$ cat src/common/sensor_cfg_pkg.sv
package sensor_cfg_pkg;
	// register addresses on the host port
	localparam logic [7:0] ADDR_SAMPLE_DIV   = 8'h19;
	localparam logic [7:0] ADDR_GYRO_LPF     = 8'h1A;
	localparam logic [7:0] ADDR_GYRO_CFG     = 8'h1B;
	localparam logic [7:0] ADDR_ACCEL_CFG    = 8'h1C;
	localparam logic [7:0] ADDR_ACCEL_CFG2   = 8'h1D;
	localparam logic [7:0] ADDR_LP_GYRO_CFG  = 8'h1E;
	// writable bits per register; everything else is reserved and reads zero
	localparam logic [7:0] MASK_GYRO_CFG     = 8'hFB;
	localparam logic [7:0] MASK_ACCEL_CFG    = 8'hF8;
	localparam logic [7:0] MASK_ACCEL_CFG2   = 8'h3F;
	localparam logic [7:0] MASK_LP_GYRO_CFG  = 8'hF0;
	localparam logic [7:0] MASK_GYRO_LPF     = 8'h07;
	// values after reset
	localparam logic [7:0] RST_CFG           = 8'h00;
	// field positions
	localparam int         POS_ST_X          = 7;
	localparam int         POS_ST_Y          = 6;
	localparam int         POS_ST_Z          = 5;
	localparam int         POS_RANGE_LSB     = 3;
	localparam int         POS_A_BYPASS      = 3;
	localparam int         POS_A_AVG_LSB     = 4;
	localparam int         POS_G_CYCLE       = 7;
	localparam int         POS_G_AVG_LSB     = 4;
	// internal timebase: 32 kHz tick from 10 MHz core clock
	localparam int         CLK_HZ            = 10_000_000;
	localparam int         BASE_HZ           = 32_000;
	localparam int         BASE_CYCLES       = CLK_HZ / BASE_HZ;
	// filter rates, counted in 32 kHz base ticks per output
	localparam logic [3:0] TICKS_32K         = 4'h1;
	localparam logic [3:0] TICKS_8K          = 4'h4;
	localparam logic [3:0] TICKS_4K          = 4'h8;
	localparam logic [5:0] TICKS_1K          = 6'h20;
	// accelerometer bandwidth codes, Hz times ten
	localparam logic [15:0] BW_A_BYPASS      = 16'h28DC;
	localparam logic [15:0] BW_A_218         = 16'h0885;
	localparam logic [15:0] BW_A_420         = 16'h1068;
	typedef enum logic [1:0] {
		RATE_32K = 2'b00,
		RATE_8K  = 2'b01,
		RATE_4K  = 2'b10,
		RATE_1K  = 2'b11
	} rate_t;
endpackage

$ cat src/rtl/rate_divider.sv
`timescale 1ns/1ps
// turns base ticks into filter ticks, then divides by 1 + divider
module rate_divider (
	input  wire logic                 core_clk,
	input  wire logic                 rstn,
	input  wire logic                 base_tick,
	input  wire sensor_cfg_pkg::rate_t rate,
	input  wire logic [7:0]           sample_rate_divider,
	output logic                      filter_tick,
	output logic                      sample_tick
);
	logic [5:0] pre_cnt;
	logic [5:0] next_pre_cnt;
	logic [7:0] div_cnt;
	logic [7:0] next_div_cnt;
	logic [5:0] pre_len;

	// ticks of 32 kHz per filter output
	always_comb begin
		case (rate)
			sensor_cfg_pkg::RATE_32K: pre_len = {2'h0, sensor_cfg_pkg::TICKS_32K};
			sensor_cfg_pkg::RATE_8K:  pre_len = {2'h0, sensor_cfg_pkg::TICKS_8K};
			sensor_cfg_pkg::RATE_4K:  pre_len = {2'h0, sensor_cfg_pkg::TICKS_4K};
			default:                  pre_len = sensor_cfg_pkg::TICKS_1K;
		endcase
	end

	assign filter_tick = base_tick && (pre_cnt >= pre_len - 6'h01);

	// counters; divider is read live so a new value applies to the period already running
	always_comb begin
		next_pre_cnt = pre_cnt;
		next_div_cnt = div_cnt;
		if (filter_tick) begin
			next_pre_cnt = 6'h00;
			next_div_cnt = (div_cnt >= sample_rate_divider) ? 8'h00 : div_cnt + 8'h01;
		end else if (base_tick) begin
			next_pre_cnt = pre_cnt + 6'h01;
		end
	end

	always_ff @(posedge core_clk) begin
		if (!rstn) begin
			pre_cnt <= 6'h00;
			div_cnt <= 8'h00;
		end else begin
			pre_cnt <= next_pre_cnt;
			div_cnt <= next_div_cnt;
		end
	end

	assign sample_tick = filter_tick && (div_cnt >= sample_rate_divider);
endmodule

$ cat src/rtl/lp_averager.sv
`timescale 1ns/1ps
// counts samples of one averaging window; done pulses when depth is reached
module lp_averager #(
	parameter int CNT_W = 8
) (
	input  wire logic             core_clk,
	input  wire logic             rstn,
	input  wire logic             enable,
	input  wire logic             sample,
	input  wire logic [CNT_W-1:0] depth,
	output logic                  done
);
	logic [CNT_W-1:0] cnt;
	logic [CNT_W-1:0] next_cnt;

	assign done = enable && sample && (cnt >= depth - CNT_W'(1));

	// restarts whenever disabled so a new window starts clean
	always_comb begin
		next_cnt = cnt;
		if (!enable || done)
			next_cnt = '0;
		else if (sample)
			next_cnt = cnt + CNT_W'(1);
	end

	always_ff @(posedge core_clk) begin
		if (!rstn)
			cnt <= '0;
		else
			cnt <= next_cnt;
	end
endmodule

$ cat src/rtl/motion_sensor_filter_config.sv
`timescale 1ns/1ps
// Contract
// - gyro config at 0x1B; bits 7,6,5 start X,Y,Z gyro self-test
// - gyro range bits 4:3 select 250, 500, 1000, 2000 dps
// - gyro bypass bits 1:0 choose filter use or bypass
// - gyro rate 32 kHz on bypass x1/10; else 8 kHz settings 0,7, 1 kHz
// - accel config at 0x1C; bits 7,6,5 start X,Y,Z accel self-test
// - accel range bits 4:3 select 2, 4, 8, 16 g
// - low-power accel averaging bits 5:4 pick 4, 8, 16, 32 samples
// - accel bypass bit 3 gives 4 kHz, 1046 Hz, no averaging
// - accel setting bits 2:0 pick bandwidth; 0,1 give 218.1, 7 gives 420 Hz
// - output rate is filter rate divided by one plus divider
// - accel low-power mode duty-cycles the accelerometer
// - 0x1E bit 7 enables low-power gyro, default 0
// - gyro averaging bits 6:4 pick 1x up to 128x, default 000
// - low-power gyro ignores the gyro lowpass setting
module motion_sensor_filter_config (
	input  wire logic        core_clk,
	input  wire logic        rstn,
	input  wire logic        reg_wr,
	input  wire logic        reg_rd,
	input  wire logic [7:0]  reg_addr,
	input  wire logic [7:0]  reg_wdata,
	output logic      [7:0]  reg_rdata,
	input  wire logic        accel_lp_mode,
	output logic      [2:0]  gyro_selftest,
	output logic      [2:0]  accel_selftest,
	output logic      [1:0]  gyro_range_select,
	output logic      [1:0]  accel_range_select,
	output logic             gyro_filter_on,
	output logic      [3:0]  gyro_rate_khz,
	output logic      [15:0] accel_bw_x10,
	output logic      [2:0]  accel_rate_khz,
	output logic      [7:0]  accel_avg_count,
	output logic      [7:0]  gyro_avg_count,
	output logic             accel_sensor_on,
	output logic             gyro_sample_tick,
	output logic             accel_sample_tick
);
	logic [7:0] gyro_range_filter_cfg;
	logic [7:0] accel_range_cfg;
	logic [7:0] accel_filter_avg_cfg;
	logic [7:0] low_power_gyro_cfg;
	logic [7:0] sample_rate_divider;
	logic [7:0] gyro_lowpass_reg;
	logic [7:0] next_gyro_cfg;
	logic [7:0] next_accel_cfg;
	logic [7:0] next_accel_cfg2;
	logic [7:0] next_lp_cfg;
	logic [7:0] next_div;
	logic [7:0] next_glpf;
	// shadow copies that the datapath actually uses
	logic [7:0] act_gyro_cfg;
	logic [7:0] act_accel_cfg2;
	logic [7:0] act_lp_cfg;
	logic [7:0] act_glpf;
	logic [7:0] next_act_gyro_cfg;
	logic [7:0] next_act_accel_cfg2;
	logic [7:0] next_act_lp_cfg;
	logic [7:0] next_act_glpf;
	logic [8:0] base_cnt;
	logic [8:0] next_base_cnt;
	logic       base_tick;
	sensor_cfg_pkg::rate_t gyro_rate;
	sensor_cfg_pkg::rate_t accel_rate;
	logic       gyro_filter_tick;
	logic       accel_filter_tick;
	logic       gyro_div_tick;
	logic       accel_div_tick;
	logic       gyro_lp;
	logic       accel_lp;
	logic       gyro_avg_done;
	logic       accel_avg_done;
	logic       accel_on;
	logic       next_accel_on;

	// masked write: reserved bits never store
	function automatic logic [7:0] masked_write(input logic [7:0] old_v,
		input logic [7:0] addr, input logic [7:0] here, input logic [7:0] mask);
		masked_write = (reg_wr && addr == here) ? (reg_wdata & mask) : old_v;
	endfunction

	// 2^(code) as an averaging count
	function automatic logic [7:0] pow2(input logic [2:0] code);
		pow2 = 8'h01 << code;
	endfunction

	// host register writes
	always_comb begin
		next_gyro_cfg   = masked_write(gyro_range_filter_cfg, reg_addr,
			sensor_cfg_pkg::ADDR_GYRO_CFG, sensor_cfg_pkg::MASK_GYRO_CFG);
		next_accel_cfg  = masked_write(accel_range_cfg, reg_addr,
			sensor_cfg_pkg::ADDR_ACCEL_CFG, sensor_cfg_pkg::MASK_ACCEL_CFG);
		next_accel_cfg2 = masked_write(accel_filter_avg_cfg, reg_addr,
			sensor_cfg_pkg::ADDR_ACCEL_CFG2, sensor_cfg_pkg::MASK_ACCEL_CFG2);
		next_lp_cfg     = masked_write(low_power_gyro_cfg, reg_addr,
			sensor_cfg_pkg::ADDR_LP_GYRO_CFG, sensor_cfg_pkg::MASK_LP_GYRO_CFG);
		next_div        = masked_write(sample_rate_divider, reg_addr,
			sensor_cfg_pkg::ADDR_SAMPLE_DIV, 8'hFF);
		next_glpf       = masked_write(gyro_lowpass_reg, reg_addr,
			sensor_cfg_pkg::ADDR_GYRO_LPF, sensor_cfg_pkg::MASK_GYRO_LPF);
	end

	// shadows load on any gyro or accel sample pulse, so a gyro period can take new settings at an accel boundary
	always_comb begin
		next_act_gyro_cfg   = act_gyro_cfg;
		next_act_accel_cfg2 = act_accel_cfg2;
		next_act_lp_cfg     = act_lp_cfg;
		next_act_glpf       = act_glpf;
		if (gyro_sample_tick || accel_sample_tick) begin
			next_act_gyro_cfg   = gyro_range_filter_cfg;
			next_act_accel_cfg2 = accel_filter_avg_cfg;
			next_act_lp_cfg     = low_power_gyro_cfg;
			next_act_glpf       = gyro_lowpass_reg;
		end
	end

	always_ff @(posedge core_clk) begin
		if (!rstn) begin
			gyro_range_filter_cfg <= sensor_cfg_pkg::RST_CFG;
			accel_range_cfg       <= sensor_cfg_pkg::RST_CFG;
			accel_filter_avg_cfg  <= sensor_cfg_pkg::RST_CFG;
			low_power_gyro_cfg    <= sensor_cfg_pkg::RST_CFG;
			sample_rate_divider   <= sensor_cfg_pkg::RST_CFG;
			gyro_lowpass_reg      <= sensor_cfg_pkg::RST_CFG;
			act_gyro_cfg          <= sensor_cfg_pkg::RST_CFG;
			act_accel_cfg2        <= sensor_cfg_pkg::RST_CFG;
			act_lp_cfg            <= sensor_cfg_pkg::RST_CFG;
			act_glpf              <= sensor_cfg_pkg::RST_CFG;
		end else begin
			gyro_range_filter_cfg <= next_gyro_cfg;
			accel_range_cfg       <= next_accel_cfg;
			accel_filter_avg_cfg  <= next_accel_cfg2;
			low_power_gyro_cfg    <= next_lp_cfg;
			sample_rate_divider   <= next_div;
			gyro_lowpass_reg      <= next_glpf;
			act_gyro_cfg          <= next_act_gyro_cfg;
			act_accel_cfg2        <= next_act_accel_cfg2;
			act_lp_cfg            <= next_act_lp_cfg;
			act_glpf              <= next_act_glpf;
		end
	end

	// read mux; reserved bits are already zero in storage
	always_comb begin
		case (reg_addr)
			sensor_cfg_pkg::ADDR_GYRO_CFG:    reg_rdata = gyro_range_filter_cfg;
			sensor_cfg_pkg::ADDR_ACCEL_CFG:   reg_rdata = accel_range_cfg;
			sensor_cfg_pkg::ADDR_ACCEL_CFG2:  reg_rdata = accel_filter_avg_cfg;
			sensor_cfg_pkg::ADDR_LP_GYRO_CFG: reg_rdata = low_power_gyro_cfg;
			sensor_cfg_pkg::ADDR_SAMPLE_DIV:  reg_rdata = sample_rate_divider;
			sensor_cfg_pkg::ADDR_GYRO_LPF:    reg_rdata = gyro_lowpass_reg;
			default:                          reg_rdata = 8'h00;
		endcase
	end

	// self-test and accel range go straight out, the front end latches them; gyro range comes from the shadow
	assign gyro_selftest      = gyro_range_filter_cfg[sensor_cfg_pkg::POS_ST_X -: 3];
	assign accel_selftest     = accel_range_cfg[sensor_cfg_pkg::POS_ST_X -: 3];
	assign gyro_range_select  = act_gyro_cfg[sensor_cfg_pkg::POS_RANGE_LSB +: 2];
	assign accel_range_select = accel_range_cfg[sensor_cfg_pkg::POS_RANGE_LSB +: 2];

	// 32 kHz base tick from the core clock
	always_comb begin
		next_base_cnt = (base_cnt == 9'(sensor_cfg_pkg::BASE_CYCLES - 1)) ? 9'h000
			: base_cnt + 9'h001;
	end
	assign base_tick = (base_cnt == 9'(sensor_cfg_pkg::BASE_CYCLES - 1));

	always_ff @(posedge core_clk) begin
		if (!rstn)
			base_cnt <= 9'h000;
		else
			base_cnt <= next_base_cnt;
	end

	assign gyro_lp  = act_lp_cfg[sensor_cfg_pkg::POS_G_CYCLE];
	assign accel_lp = accel_lp_mode && !act_accel_cfg2[sensor_cfg_pkg::POS_A_BYPASS];

	// gyro filter rate; low-power mode uses the 1 kHz averager instead
	always_comb begin
		gyro_filter_on = 1'b0;
		if (gyro_lp)
			gyro_rate = sensor_cfg_pkg::RATE_1K;
		else if (act_gyro_cfg[0] || act_gyro_cfg[1:0] == 2'b10)
			gyro_rate = sensor_cfg_pkg::RATE_32K;
		else begin
			gyro_filter_on = 1'b1;
			if (act_glpf[2:0] == 3'h0 || act_glpf[2:0] == 3'h7)
				gyro_rate = sensor_cfg_pkg::RATE_8K;
			else
				gyro_rate = sensor_cfg_pkg::RATE_1K;
		end
		if (gyro_lp)
			gyro_filter_on = 1'b1;
	end

	always_comb begin
		case (gyro_rate)
			sensor_cfg_pkg::RATE_32K: gyro_rate_khz = 4'h0 + 4'(32 % 16) + 4'h0;
			sensor_cfg_pkg::RATE_8K:  gyro_rate_khz = 4'h8;
			default:                  gyro_rate_khz = 4'h1;
		endcase
	end

	// accel bandwidth and rate
	always_comb begin
		accel_rate = sensor_cfg_pkg::RATE_1K;
		if (act_accel_cfg2[sensor_cfg_pkg::POS_A_BYPASS]) begin
			accel_rate   = sensor_cfg_pkg::RATE_4K;
			accel_bw_x10 = sensor_cfg_pkg::BW_A_BYPASS;
		end else begin
			case (act_accel_cfg2[2:0])
				3'h0, 3'h1: accel_bw_x10 = sensor_cfg_pkg::BW_A_218;
				3'h2:       accel_bw_x10 = 16'h03DE;
				3'h3:       accel_bw_x10 = 16'h01C0;
				3'h4:       accel_bw_x10 = 16'h00D4;
				3'h5:       accel_bw_x10 = 16'h0066;
				3'h6:       accel_bw_x10 = 16'h0033;
				default:    accel_bw_x10 = sensor_cfg_pkg::BW_A_420;
			endcase
		end
	end
	assign accel_rate_khz = (accel_rate == sensor_cfg_pkg::RATE_4K) ? 3'h4 : 3'h1;

	// averaging depths; accel bypass means one sample
	assign accel_avg_count = accel_lp ? (8'h04 << act_accel_cfg2[sensor_cfg_pkg::POS_A_AVG_LSB +: 2])
		: 8'h01;
	assign gyro_avg_count  = gyro_lp ? pow2(act_lp_cfg[sensor_cfg_pkg::POS_G_AVG_LSB +: 3])
		: 8'h01;

	rate_divider u_gyro_div (
		.core_clk            (core_clk),
		.rstn                (rstn),
		.base_tick           (base_tick),
		.rate                (gyro_rate),
		.sample_rate_divider (sample_rate_divider),
		.filter_tick         (gyro_filter_tick),
		.sample_tick         (gyro_div_tick)
	);

	rate_divider u_accel_div (
		.core_clk            (core_clk),
		.rstn                (rstn),
		.base_tick           (base_tick),
		.rate                (accel_rate),
		.sample_rate_divider (sample_rate_divider),
		.filter_tick         (accel_filter_tick),
		.sample_tick         (accel_div_tick)
	);

	lp_averager #(.CNT_W(8)) u_gyro_avg (
		.core_clk (core_clk),
		.rstn     (rstn),
		.enable   (gyro_lp),
		.sample   (gyro_filter_tick),
		.depth    (gyro_avg_count),
		.done     (gyro_avg_done)
	);

	lp_averager #(.CNT_W(8)) u_accel_avg (
		.core_clk (core_clk),
		.rstn     (rstn),
		.enable   (accel_lp && accel_on),
		.sample   (accel_filter_tick),
		.depth    (accel_avg_count),
		.done     (accel_avg_done)
	);

	// accel duty cycle: powered from period start until its window is averaged
	always_comb begin
		next_accel_on = accel_on;
		if (!accel_lp)
			next_accel_on = 1'b1;
		else if (accel_div_tick)
			next_accel_on = 1'b1;
		else if (accel_avg_done)
			next_accel_on = 1'b0;
	end

	always_ff @(posedge core_clk) begin
		if (!rstn)
			accel_on <= 1'b1;
		else
			accel_on <= next_accel_on;
	end

	assign accel_sensor_on   = accel_on;
	assign gyro_sample_tick  = gyro_div_tick;
	assign accel_sample_tick = accel_div_tick;

	// gyro is only in low power once the host set the enable; on host
	gyro_lp_follows_a: assert property (@(posedge core_clk) disable iff (!rstn)
		gyro_lp |-> gyro_rate == sensor_cfg_pkg::RATE_1K) else $error("lp gyro rate");
	gyro_bypass_a: assert property (@(posedge core_clk) disable iff (!rstn)
		(!gyro_lp && act_gyro_cfg[0]) |-> gyro_rate_khz == 4'h0)
		else $error("gyro bypass rate");
	accel_bypass_a: assert property (@(posedge core_clk) disable iff (!rstn)
		act_accel_cfg2[3] |-> accel_rate_khz == 3'h4 && accel_avg_count == 8'h01)
		else $error("accel bypass");
	reserved_zero_a: assert property (@(posedge core_clk) disable iff (!rstn)
		(reg_rd && reg_addr == sensor_cfg_pkg::ADDR_ACCEL_CFG) |-> reg_rdata[2:0] == 3'h0)
		else $error("reserved bits");
	write_store_a: assert property (@(posedge core_clk) disable iff (!rstn)
		(reg_wr && reg_addr == sensor_cfg_pkg::ADDR_GYRO_CFG) |=>
		gyro_selftest == $past(reg_wdata[7:5])) else $error("gyro st write");
	lp_enable_a: assert property (@(posedge core_clk) disable iff (!rstn)
		(reg_wr && reg_addr == sensor_cfg_pkg::ADDR_LP_GYRO_CFG) |=>
		low_power_gyro_cfg[7] == $past(reg_wdata[7])) else $error("lp enable");
	shadow_hold_a: assert property (@(posedge core_clk) disable iff (!rstn)
		!(gyro_sample_tick || accel_sample_tick) |=> $stable(act_gyro_cfg))
		else $error("mid period change");
	accel_avg_a: assert property (@(posedge core_clk) disable iff (!rstn)
		accel_lp |-> accel_avg_count == (8'h04 << act_accel_cfg2[5:4]))
		else $error("accel avg");
	duty_off_a: assert property (@(posedge core_clk) disable iff (!rstn)
		(accel_lp && accel_avg_done && !accel_div_tick) |=> !accel_on || !accel_lp)
		else $error("duty cycle");
endmodule

$ cat config.mk
export PLATFORM = sky130hd
export DESIGN_NAME = motion_sensor_filter_config
export DESIGN_NICKNAME = d
export VERILOG_FILES = /design/src/common/sensor_cfg_pkg.sv /design/src/rtl/rate_divider.sv /design/src/rtl/lp_averager.sv /design/src/rtl/motion_sensor_filter_config.sv
export SDC_FILE = /design/constraint.sdc
export NUM_CORES = 1
export LEC_CHECK = 0
export ABC_AREA = 1
export BUFFER_PORTS_ARGS = -buffer_cell sky130_fd_sc_hd__buf_4
export CAP_MARGIN = 20
export CORE_MARGIN = 1
export CORE_UTILIZATION = 48
export CTS_BUF_LIST = sky130_fd_sc_hd__clkbuf_4 sky130_fd_sc_hd__clkbuf_8
export CTS_CLUSTER_SIZE = 20
export DETAILED_ROUTE_END_ITERATION = 10
export PLACE_DENSITY = 0.69
export SYNTH_ARGS = -nofsm -noshare
export SYNTH_HDL_FRONTEND = slang
export SYNTH_SLANG_ARGS = --single-unit
$ cat constraint.sdc
create_clock -name core_clk -period 2.51 [get_ports core_clk]
set_input_delay 0.1255 -clock core_clk [delete_from_list [all_inputs] [get_ports core_clk]]
set_output_delay 0.1255 -clock core_clk [all_outputs]
set_load 0.01 [all_outputs]
==> results of run 1 <==
cell type report:
class                           count  area share, %
Sequential cell                    96          29.04
Clock buffer                        9          1.868
Multi-Input combinational cell    570          47.22
Timing Repair Buffer               89          10.79
Tap cell                          140          2.642
Inverter                          121          6.869
Clock inverter                      7          1.566
cell usage in the layout (no fill, tap or decap), types with 3 or more instances in the layout:
| cell | count |
|---|---|
| conb_1 | 11 |
| a21oi_2 | 14 |
| clkbuf_8 | 9 |
| o2111ai_1 | 3 |
| nand3_1 | 41 |
| dfxtp_1 | 93 |
| o21ai_0 | 42 |
| a21oi_4 | 4 |
| ha_1 | 38 |
| nand4_1 | 7 |
| a31oi_1 | 3 |
| nor3b_1 | 8 |
| buf_4 | 84 |
| nand3_2 | 11 |
| a21oi_1 | 58 |
| nor2_1 | 103 |
| o22ai_1 | 3 |
| xor2_1 | 10 |
| nor3_1 | 15 |
| o21ai_1 | 3 |
| inv_1 | 112 |
| nand3b_1 | 3 |
| nand2_1 | 172 |
| dfxtp_2 | 3 |
| inv_2 | 7 |
| xnor2_1 | 3 |
through the flow:
stage | hold WS (ps) | cells | area, sq um | setup slack, ps | setup TNS (ps)
after floorplan | 260.4 | 820 | 5604 | 275.8 | 0
after global placement | 396.4 | 1010 | 6213 | -67.77 | -950.4
after detailed placement | 401.9 | 1010 | 6213 | -171.0 | -2626
after CTS | 12.83 | 1030 | 6490 | 0.01865 | 0
after global routing | 25.40 | 1032 | 6630 | -36.94 | -156.7
final | 30.00 | 1032 | 6630 | 85.98 | 0
synthesized netlist by cell type, drive strengths merged:
master	number	area (sq um)
nand2	177	689.4
inv	119	446.7
nor2	106	407.9
dfxtp	96	1922
a21oi	76	391.6
nand3	52	315.3
o21ai	45	225.2
ha	39	488.0
buf	26	187.7
nor3	16	85.08
xor2	10	87.58
nor3b	9	72.57
clkbuf	7	26.28
nand4	7	43.79
a31oi	3	18.77
nand3b	3	22.52
o2111ai	3	26.28
o22ai	3	18.77
xnor2	3	26.28
clkinv	2	8.750
conb	2	7.510
o21a	2	15.01
o21bai	2	15.01
a211oi	1	7.510
nor4	1	6.260
o221ai	1	8.760
logic make-up after synthesis:
group	count (synthesis)	synth area share, %
AND/OR/NAND/NOR	371	29.49
buffers and inverters	154	12.02
AO/OA/AOI/OAI	136	13.05
flip-flops	96	34.50
adder cells (fa/ha/maj)	39	8.760
XOR/XNOR	13	2.044
other	2	0.1348
worst register-to-register path, stage by stage (launching register included):
cell and delay (ps):
dfxtp_2 350, inv_1 70, a21oi_2 120, nor3_1 60
buf_4 140, nor2_4 170, inv_1 70, ha_1 280
nand2_2 50, nor2_1 80, nand2_1 110, a21oi_4 190
nand2_4 70, buf_4 170, clkbuf_16 190, a21oi_1 140
nor2_1 60
layer usage:
layer  track usage, %  vias up
met5                0        -
met4            10.38        0
met1            29.76     2370
met3            4.031       24
met2            36.61      139
li1                 -     2723
where the power goes:
group	switching, mW	total [mW]	internal (mW)
Combinational	0.0804	0.123	0.0429
Clock	0.596	1.17	0.573
Sequential	0.00396	1.53	1.53
timing repair:
action / 4_1_cts / 5_1_grt
hold endpoints to repair: 2 / 0
buffers inserted: 2 / 1
pin swaps: 4 / 6
hold buffers: 2 / 0
endpoints found under the setup margin: 25 / 19
cloned: 0 / 1
resized for setup: 5 / 26
how the worst min path moves through the flow:
stage                          endpoint  slack, ps  cells past startpoint
6_report            gyro_lowpass_reg[1]         30                      3
5_1_grt             gyro_lowpass_reg[1]         30                      3
3_5_place_dp        gyro_lowpass_reg[2]        400                      3
3_3_place_gp        gyro_lowpass_reg[2]        400                      3
4_1_cts             gyro_lowpass_reg[1]         10                      3
2_1_floorplan  gyro_range_filter_cfg[4]        260                      2
==> summary.log, run 1 <==
qor: yosys.number_of_register_bits_inferred_by_synthesis 96
qor: die.row_count 38
qor: route.drtPass1Iterations 4
qor: sta.fin_crit 2424 ps
qor: route.post_drt_via_cell_ratio 5.093
qor: worst_setup_path.cp_slowest_cell dfxtp_2
qor: route.drt_wl_total 13350 um
qor: placed_design.post-dp-hpwl 9846 um
qor: global_route.global_route.overflow_total 0
qor: power.power 2.823 mW
qor: placed_design.place.gp.congestion 0.8674
qor: yosys.synth.cell_area 5570 sq um
qor: power.worst_ir_drop_vdd 0.0003220 V
qor: worst_setup_path.reg2reg_launch_point act_glpf[2]
qor: yosys.syn_inst 811
qor: route.wl_met1 6299 um
qor: power.power_per_cell_area 425.8 nW/um^2
qor: die.design.core.area 11080 sq um
qor: hold_path.min-delay-path-class primary input to register
qor: worst_setup_path.max_stage_delay 350 ps
qor: worst_setup_path.timing.critical_path.max_delay_family simple AND/OR/NAND/NOR gates
qor: yosys.ys_warn_count 0
qor: die.fp.dieH 109.7 um
qor: worst_setup_path.crit_path_cell_trace inv_1, a21oi_2, nor3_1, buf_4, nor2_4, inv_1, ha_1, nand2_2, nor2_1, nand2_1, a21oi_4, nand2_4, inv_2, buf_4
qor: sta.max_slew.worst_pin.slew 512.6 ps
qor: yosys.synth.lib_cells_used.distinct 39
qor: die.die_area 12040 sq um
qor: cells_and_area.regMostFlops base_cnt
qor: sta.fmaxAchievable 0.4125 GHz
qor: sta.maxSlewHeadroom 65.83%
qor: hold_path.holdCritStartpoint reg_wdata[1]
qor: clock_network.clk_pin_slew 100 ps
qor: worst_setup_path.cp_num_buf_inv 5
qor: route.route.met3.wl 744 um
qor: route.routed-via-count 5256
qor: placed_design.buffer_ports.inserted 71
qor: route.maxUsedRoutingLayer met4
qor: global_route.grt_start_max_net_pins 53
qor: clock_network.cts_tree built
qor: cells_and_area.area.sequential 1926 sq um
qor: yosys.postSynthAreaPerCell 6.868 sq um
qor: status.run_status completed
qor: worst_setup_path.crit_path_start act_glpf[2]
qor: sta.finClkSkew 9.656 ps
qor: cells_and_area.multi_input_comb_area 3131 sq um
qor: run.max_cap_violations 0
qor: worst_setup_path.worstPathArrival 2300 ps
qor: global_route.track_usage 22.80%
qor: route.detailedRoute.firstIterationViolations 336
qor: cells_and_area.layout.filler_cells 1012
qor: worst_setup_path.path_depth 14
qor: yosys.yosysSeqAreaShare 34.50%
qor: worst_setup_path.cp.required 2380 ps
qor: cells_and_area.post-route-util 59.85%
qor: route.drtAntennaViolNets 0
qor: die.start_util 50.28%
qor: worst_setup_path.r2r_slack 90 ps
qor: worst_setup_path.cp_max_fo 5
qor: global_route.vias_in_the_first_global_route 4671
qor: power.p_leak 3.068 nW
qor: global_route.number_of_antenna_violations_at_the_first_check_in_global_routing 0
qor: worst_setup_path.setup.worst_path.class register to primary output
qor: die.boundary_pin_count 82
qor: sta.grt_setup_unrepaired yes
qor: clock_network.clock_tree.buffer_depth 2
qor: cells_and_area.largest_register_ff_count 9
qor: worst_setup_path.critical_path_launch_point_type register
qor: sta.report.final.hold_viol_count 0
qor: die.floorplan.die.width 109.7 um
qor: worst_setup_path.setup.worst_path.end gyro_sample_tick
qor: clock_network.cts-buffers-inserted 9
qor: worst_setup_path.timing.critical_path.to_type primary output
qor: route.drc 0
qor: clock_network.tritoncts_num_sinks 96
qor: cells_and_area.final_nets 947
qor: sta.final_min_period_over_clock_period 96.57%
qor: sta.timing.final.setup_violations 0
qor: global_route.first_pass_grt_wire_length 21370 um
qor: worst_setup_path.reg2reg_to act_accel_cfg2[0]
qor: route.met2_routed_wirelength 5981 um
qor: route.wl_per_cell 12.93 um
qor: worst_setup_path.r2r_cell_count 16
qor: cells_and_area.flow.area_growth_from_synthesis 19.03%
qor: clock_network.clk_latency 390 ps
qor: cells_and_area.diodes 0
qor: clock_network.cts.htree.levels 3
qor: clock_network.cts_root_buf clkbuf_8
qor: cells_and_area.final_layout_size_suffix_gt1_share 17.26%
qor: sta.final-max-slew-violation-count 0
Note: power is estimated with default switching activity, not from simulation.
==> run 2: changes to the inputs <==
--- a/config.mk
+++ b/config.mk
@@ -13,6 +13,7 @@
 export CTS_BUF_LIST = sky130_fd_sc_hd__clkbuf_4 sky130_fd_sc_hd__clkbuf_8
 export CTS_CLUSTER_SIZE = 20
 export DETAILED_ROUTE_END_ITERATION = 10
+export HOLD_SLACK_MARGIN = 0.08
 export PLACE_DENSITY = 0.69
 export SYNTH_ARGS = -nofsm -noshare
 export SYNTH_HDL_FRONTEND = slang
==> run 2 against run 1 <==
Compared with the run above: flip-flop and latch count stayed put; clock skew is 0.57 ps higher; register-to-register slack about the same; first-iteration DRC count down 3.0%; hold slack better by 180 ps; total power grew 0.27%; non-clock buffer count rose by 7; largest cell class unchanged; highest routed layer unchanged.
==> summary.log, run 2 (synthesized netlist as in run 1, its figures left out) <==
qor: placed_design.buffer_ports.inserted 71 [unchanged]
qor: cells_and_area.final_layout_size_suffix_gt1_share 17.13% [-0.13 points]
qor: placed_design.place.gp.congestion 0.8674 [unchanged]
qor: worst_setup_path.critical_path_launch_point_type register
qor: global_route.global_route.overflow_total 0 [unchanged]
qor: sta.holdWs 212.8 ps [+182.8 ps]
qor: global_route.number_of_antenna_violations_at_the_first_check_in_global_routing 0 [unchanged]
qor: route.routed-via-count 5272 [+0.30%]
qor: die.die_area 12040 sq um [unchanged]
qor: power.p_leak 3.097 nW [+0.95%]
qor: clock_network.tritoncts_num_sinks 96 [unchanged]
qor: worst_setup_path.cp_slowest_cell dfxtp_2
qor: status.run_status completed
qor: sta.max_slew.worst_pin.slew 518.8 ps [+6.199 ps]
qor: run.max_cap_violations 0 [unchanged]
qor: route.drt_wl_total 13410 um [+0.45%]
qor: worst_setup_path.setup.worst_path.class register to primary output
qor: global_route.grt_start_max_net_pins 53 [unchanged]
qor: sta.fmaxAchievable 0.4127 GHz [about the same]
qor: cells_and_area.layout.cell_area.non_filler 6700 sq um [+1.1%]
qor: sta.grt_setup_unrepaired yes
qor: sta.report.final.hold_viol_count 0 [unchanged]
qor: worst_setup_path.timing.critical_path.to_type primary output
qor: global_route.gr-usage-met3 4.090% [+0.059 points]
qor: cells_and_area.final_nets 954 [+0.74%]
qor: sta.maxSlewHeadroom 65.42% [-0.41 points]
qor: cells_and_area.post-route-util 60.48% [+0.63 points]
qor: route.post_drt_via_cell_ratio 5.074 [-0.37%]
qor: cells_and_area.largest_register_ff_count 9 [unchanged]
qor: die.floorplan.die.width 109.7 um [unchanged]
qor: sta.final-max-slew-violation-count 0 [unchanged]
qor: sta.fin_crit 2423 ps [-0.7689 ps]
qor: worst_setup_path.crit_path_cell_trace inv_1, a21oi_2, nor3_1, buf_4, nor2_4, inv_1, ha_1, nand2_2, nor2_1, nand2_1, a21oi_4, nand2_4, inv_2, buf_4
qor: sta.final_min_period_over_clock_period 96.54% [about the same]
qor: placed_design.post_dp_cell_area 6213 sq um [unchanged]
qor: cells_and_area.regMostFlops base_cnt
qor: clock_network.cts_tree built
qor: global_route.busiest_layer met2
qor: global_route.gr-usage-met2 37.15% [+0.54 points]
qor: worst_setup_path.cp.required 2380 ps [about the same]
qor: route.detailedRoute.firstIterationViolations 326 [-3.0%]
qor: clock_network.clk_latency 390 ps [about the same]
qor: die.boundary_pin_count 82 [unchanged]
qor: worst_setup_path.worstPathArrival 2300 ps [about the same]
qor: cells_and_area.diodes 0 [unchanged]
qor: cells_and_area.layout.filler_cells 1001 [-1.1%]
qor: route.drtPass1Iterations 5 [+1]
qor: placed_design.post-dp-hpwl 9846 um [unchanged]
qor: global_route.groute.layer.met1.usage 29.72% [-0.037 points]
qor: route.drtAntennaViolNets 0 [unchanged]
qor: route.wl_per_cell 12.90 um [-0.23%]
qor: clock_network.cts_root_buf clkbuf_8
qor: cells_and_area.flow.area_growth_from_synthesis 20.28%
qor: sta.setup_ws 86.75 ps [+0.7689 ps]
qor: clock_network.cts.htree.levels 3 [unchanged]
qor: clock_network.clk_pin_slew 100 ps [about the same]
qor: power.power_per_cell_area 422.5 nW/um^2 [-0.78%]
qor: worst_setup_path.cp_max_fo 5 [unchanged]
qor: die.design.core.area 11080 sq um [unchanged]
qor: die.row_count 38 [unchanged]
qor: cells_and_area.mostFrequentLayoutCell nand2_1
qor: worst_setup_path.max_stage_delay 350 ps [about the same]
qor: cells_and_area.layout.cells.non_filler 1039 [+0.68%]
qor: cells_and_area.layout.cells.most_common_list 172 x nand2_1, 112 x inv_1, 103 x nor2_1
qor: clock_network.cts-buffers-inserted 9 [unchanged]
qor: route.drc 0 [unchanged]
qor: clock_network.clock_tree.buffer_depth 2 [unchanged]
qor: placed_design.placed_cells 1010 [unchanged]
qor: sta.finClkSkew 10.22 ps [+0.5658 ps]
qor: placed_design.post-place-ws -171.0 ps [unchanged]
qor: die.fp.dieH 109.7 um [unchanged]
qor: hold_path.min-delay-path-class primary input to register
qor: worst_setup_path.timing.critical_path.max_delay_family simple AND/OR/NAND/NOR gates
qor: worst_setup_path.cp_num_buf_inv 5 [unchanged]
qor: global_route.first_pass_grt_wire_length 21560 um [+0.87%]
qor: power.worst_ir_drop_vdd 0.0003211 V [-0.28%]
qor: global_route.vias_in_the_first_global_route 4745 [+1.6%]
qor: die.start_util 50.28% [unchanged]
qor: global_route.track_usage 22.96% [+0.16 points]
qor: sta.timing.final.setup_violations 0 [unchanged]
## run 2: per-layer routing
metal / routed length [um] / part of all wire, %
met5: 0 / 0
met2: 6076 / 45
met3: 682 / 5.1
met1: 6337 / 47
met4: 310 / 2.3
## run 2: path summary, 6_finish.rpt
kind	start	end	slack, ps	cells past startpoint
max	act_glpf[2]	gyro_sample_tick	90	14
min reg2reg	base_cnt[0]	base_cnt[0]	460	1
max reg2reg	act_glpf[2]	act_accel_cfg2[0]	90	16
min	accel_lp_mode	accel_sensor_on	210	5
## run 2: metrics by stage
stage	TNS [ps]	power, mW
5_1_grt	-156.7	2.940
3_5_place_dp	-2626	1.685
6_report	0	2.831
2_1_floorplan	0	1.640
3_3_place_gp	-950.4	1.681
4_1_cts	0	2.853
## run 2: power by group
part           total, mW  switching, mW  leakage, nW  internal, mW
clock               1.17          0.595        0.108         0.573
combinational      0.132         0.0822         2.21        0.0500
sequential          1.53        0.00397        0.775          1.53
total               2.83          0.681         3.10          2.15
## run 2: area by class of cell
| cell class | count | area [sq um] | share of cell area [%] |
|---|---|---|---|
| Inverter | 121 | 455.4 | 6.797 |
| Tap cell | 140 | 175.2 | 2.614 |
| Sequential cell | 96 | 1926 | 28.74 |
| Multi-Input combinational cell | 570 | 3131 | 46.72 |
| Clock inverter | 7 | 103.9 | 1.550 |
| Timing Repair Buffer | 96 | 785.8 | 11.73 |
| Clock buffer | 9 | 123.9 | 1.849 |
## run 2: worst min-delay path, cell delays in order
cell and delay [ps]:
buf_4 110, nand2_1 70, buf_4 140, nor2_1 50, nand3_1 80
## run 2: timing repair
item	CTS	global route
pin swaps	4	6
buffers inserted	2	1
gates cloned	0	1
setup endpoints to repair	25	19
hold buffers	9	0
resized for setup	5	26
endpoints found under the hold margin	28	0
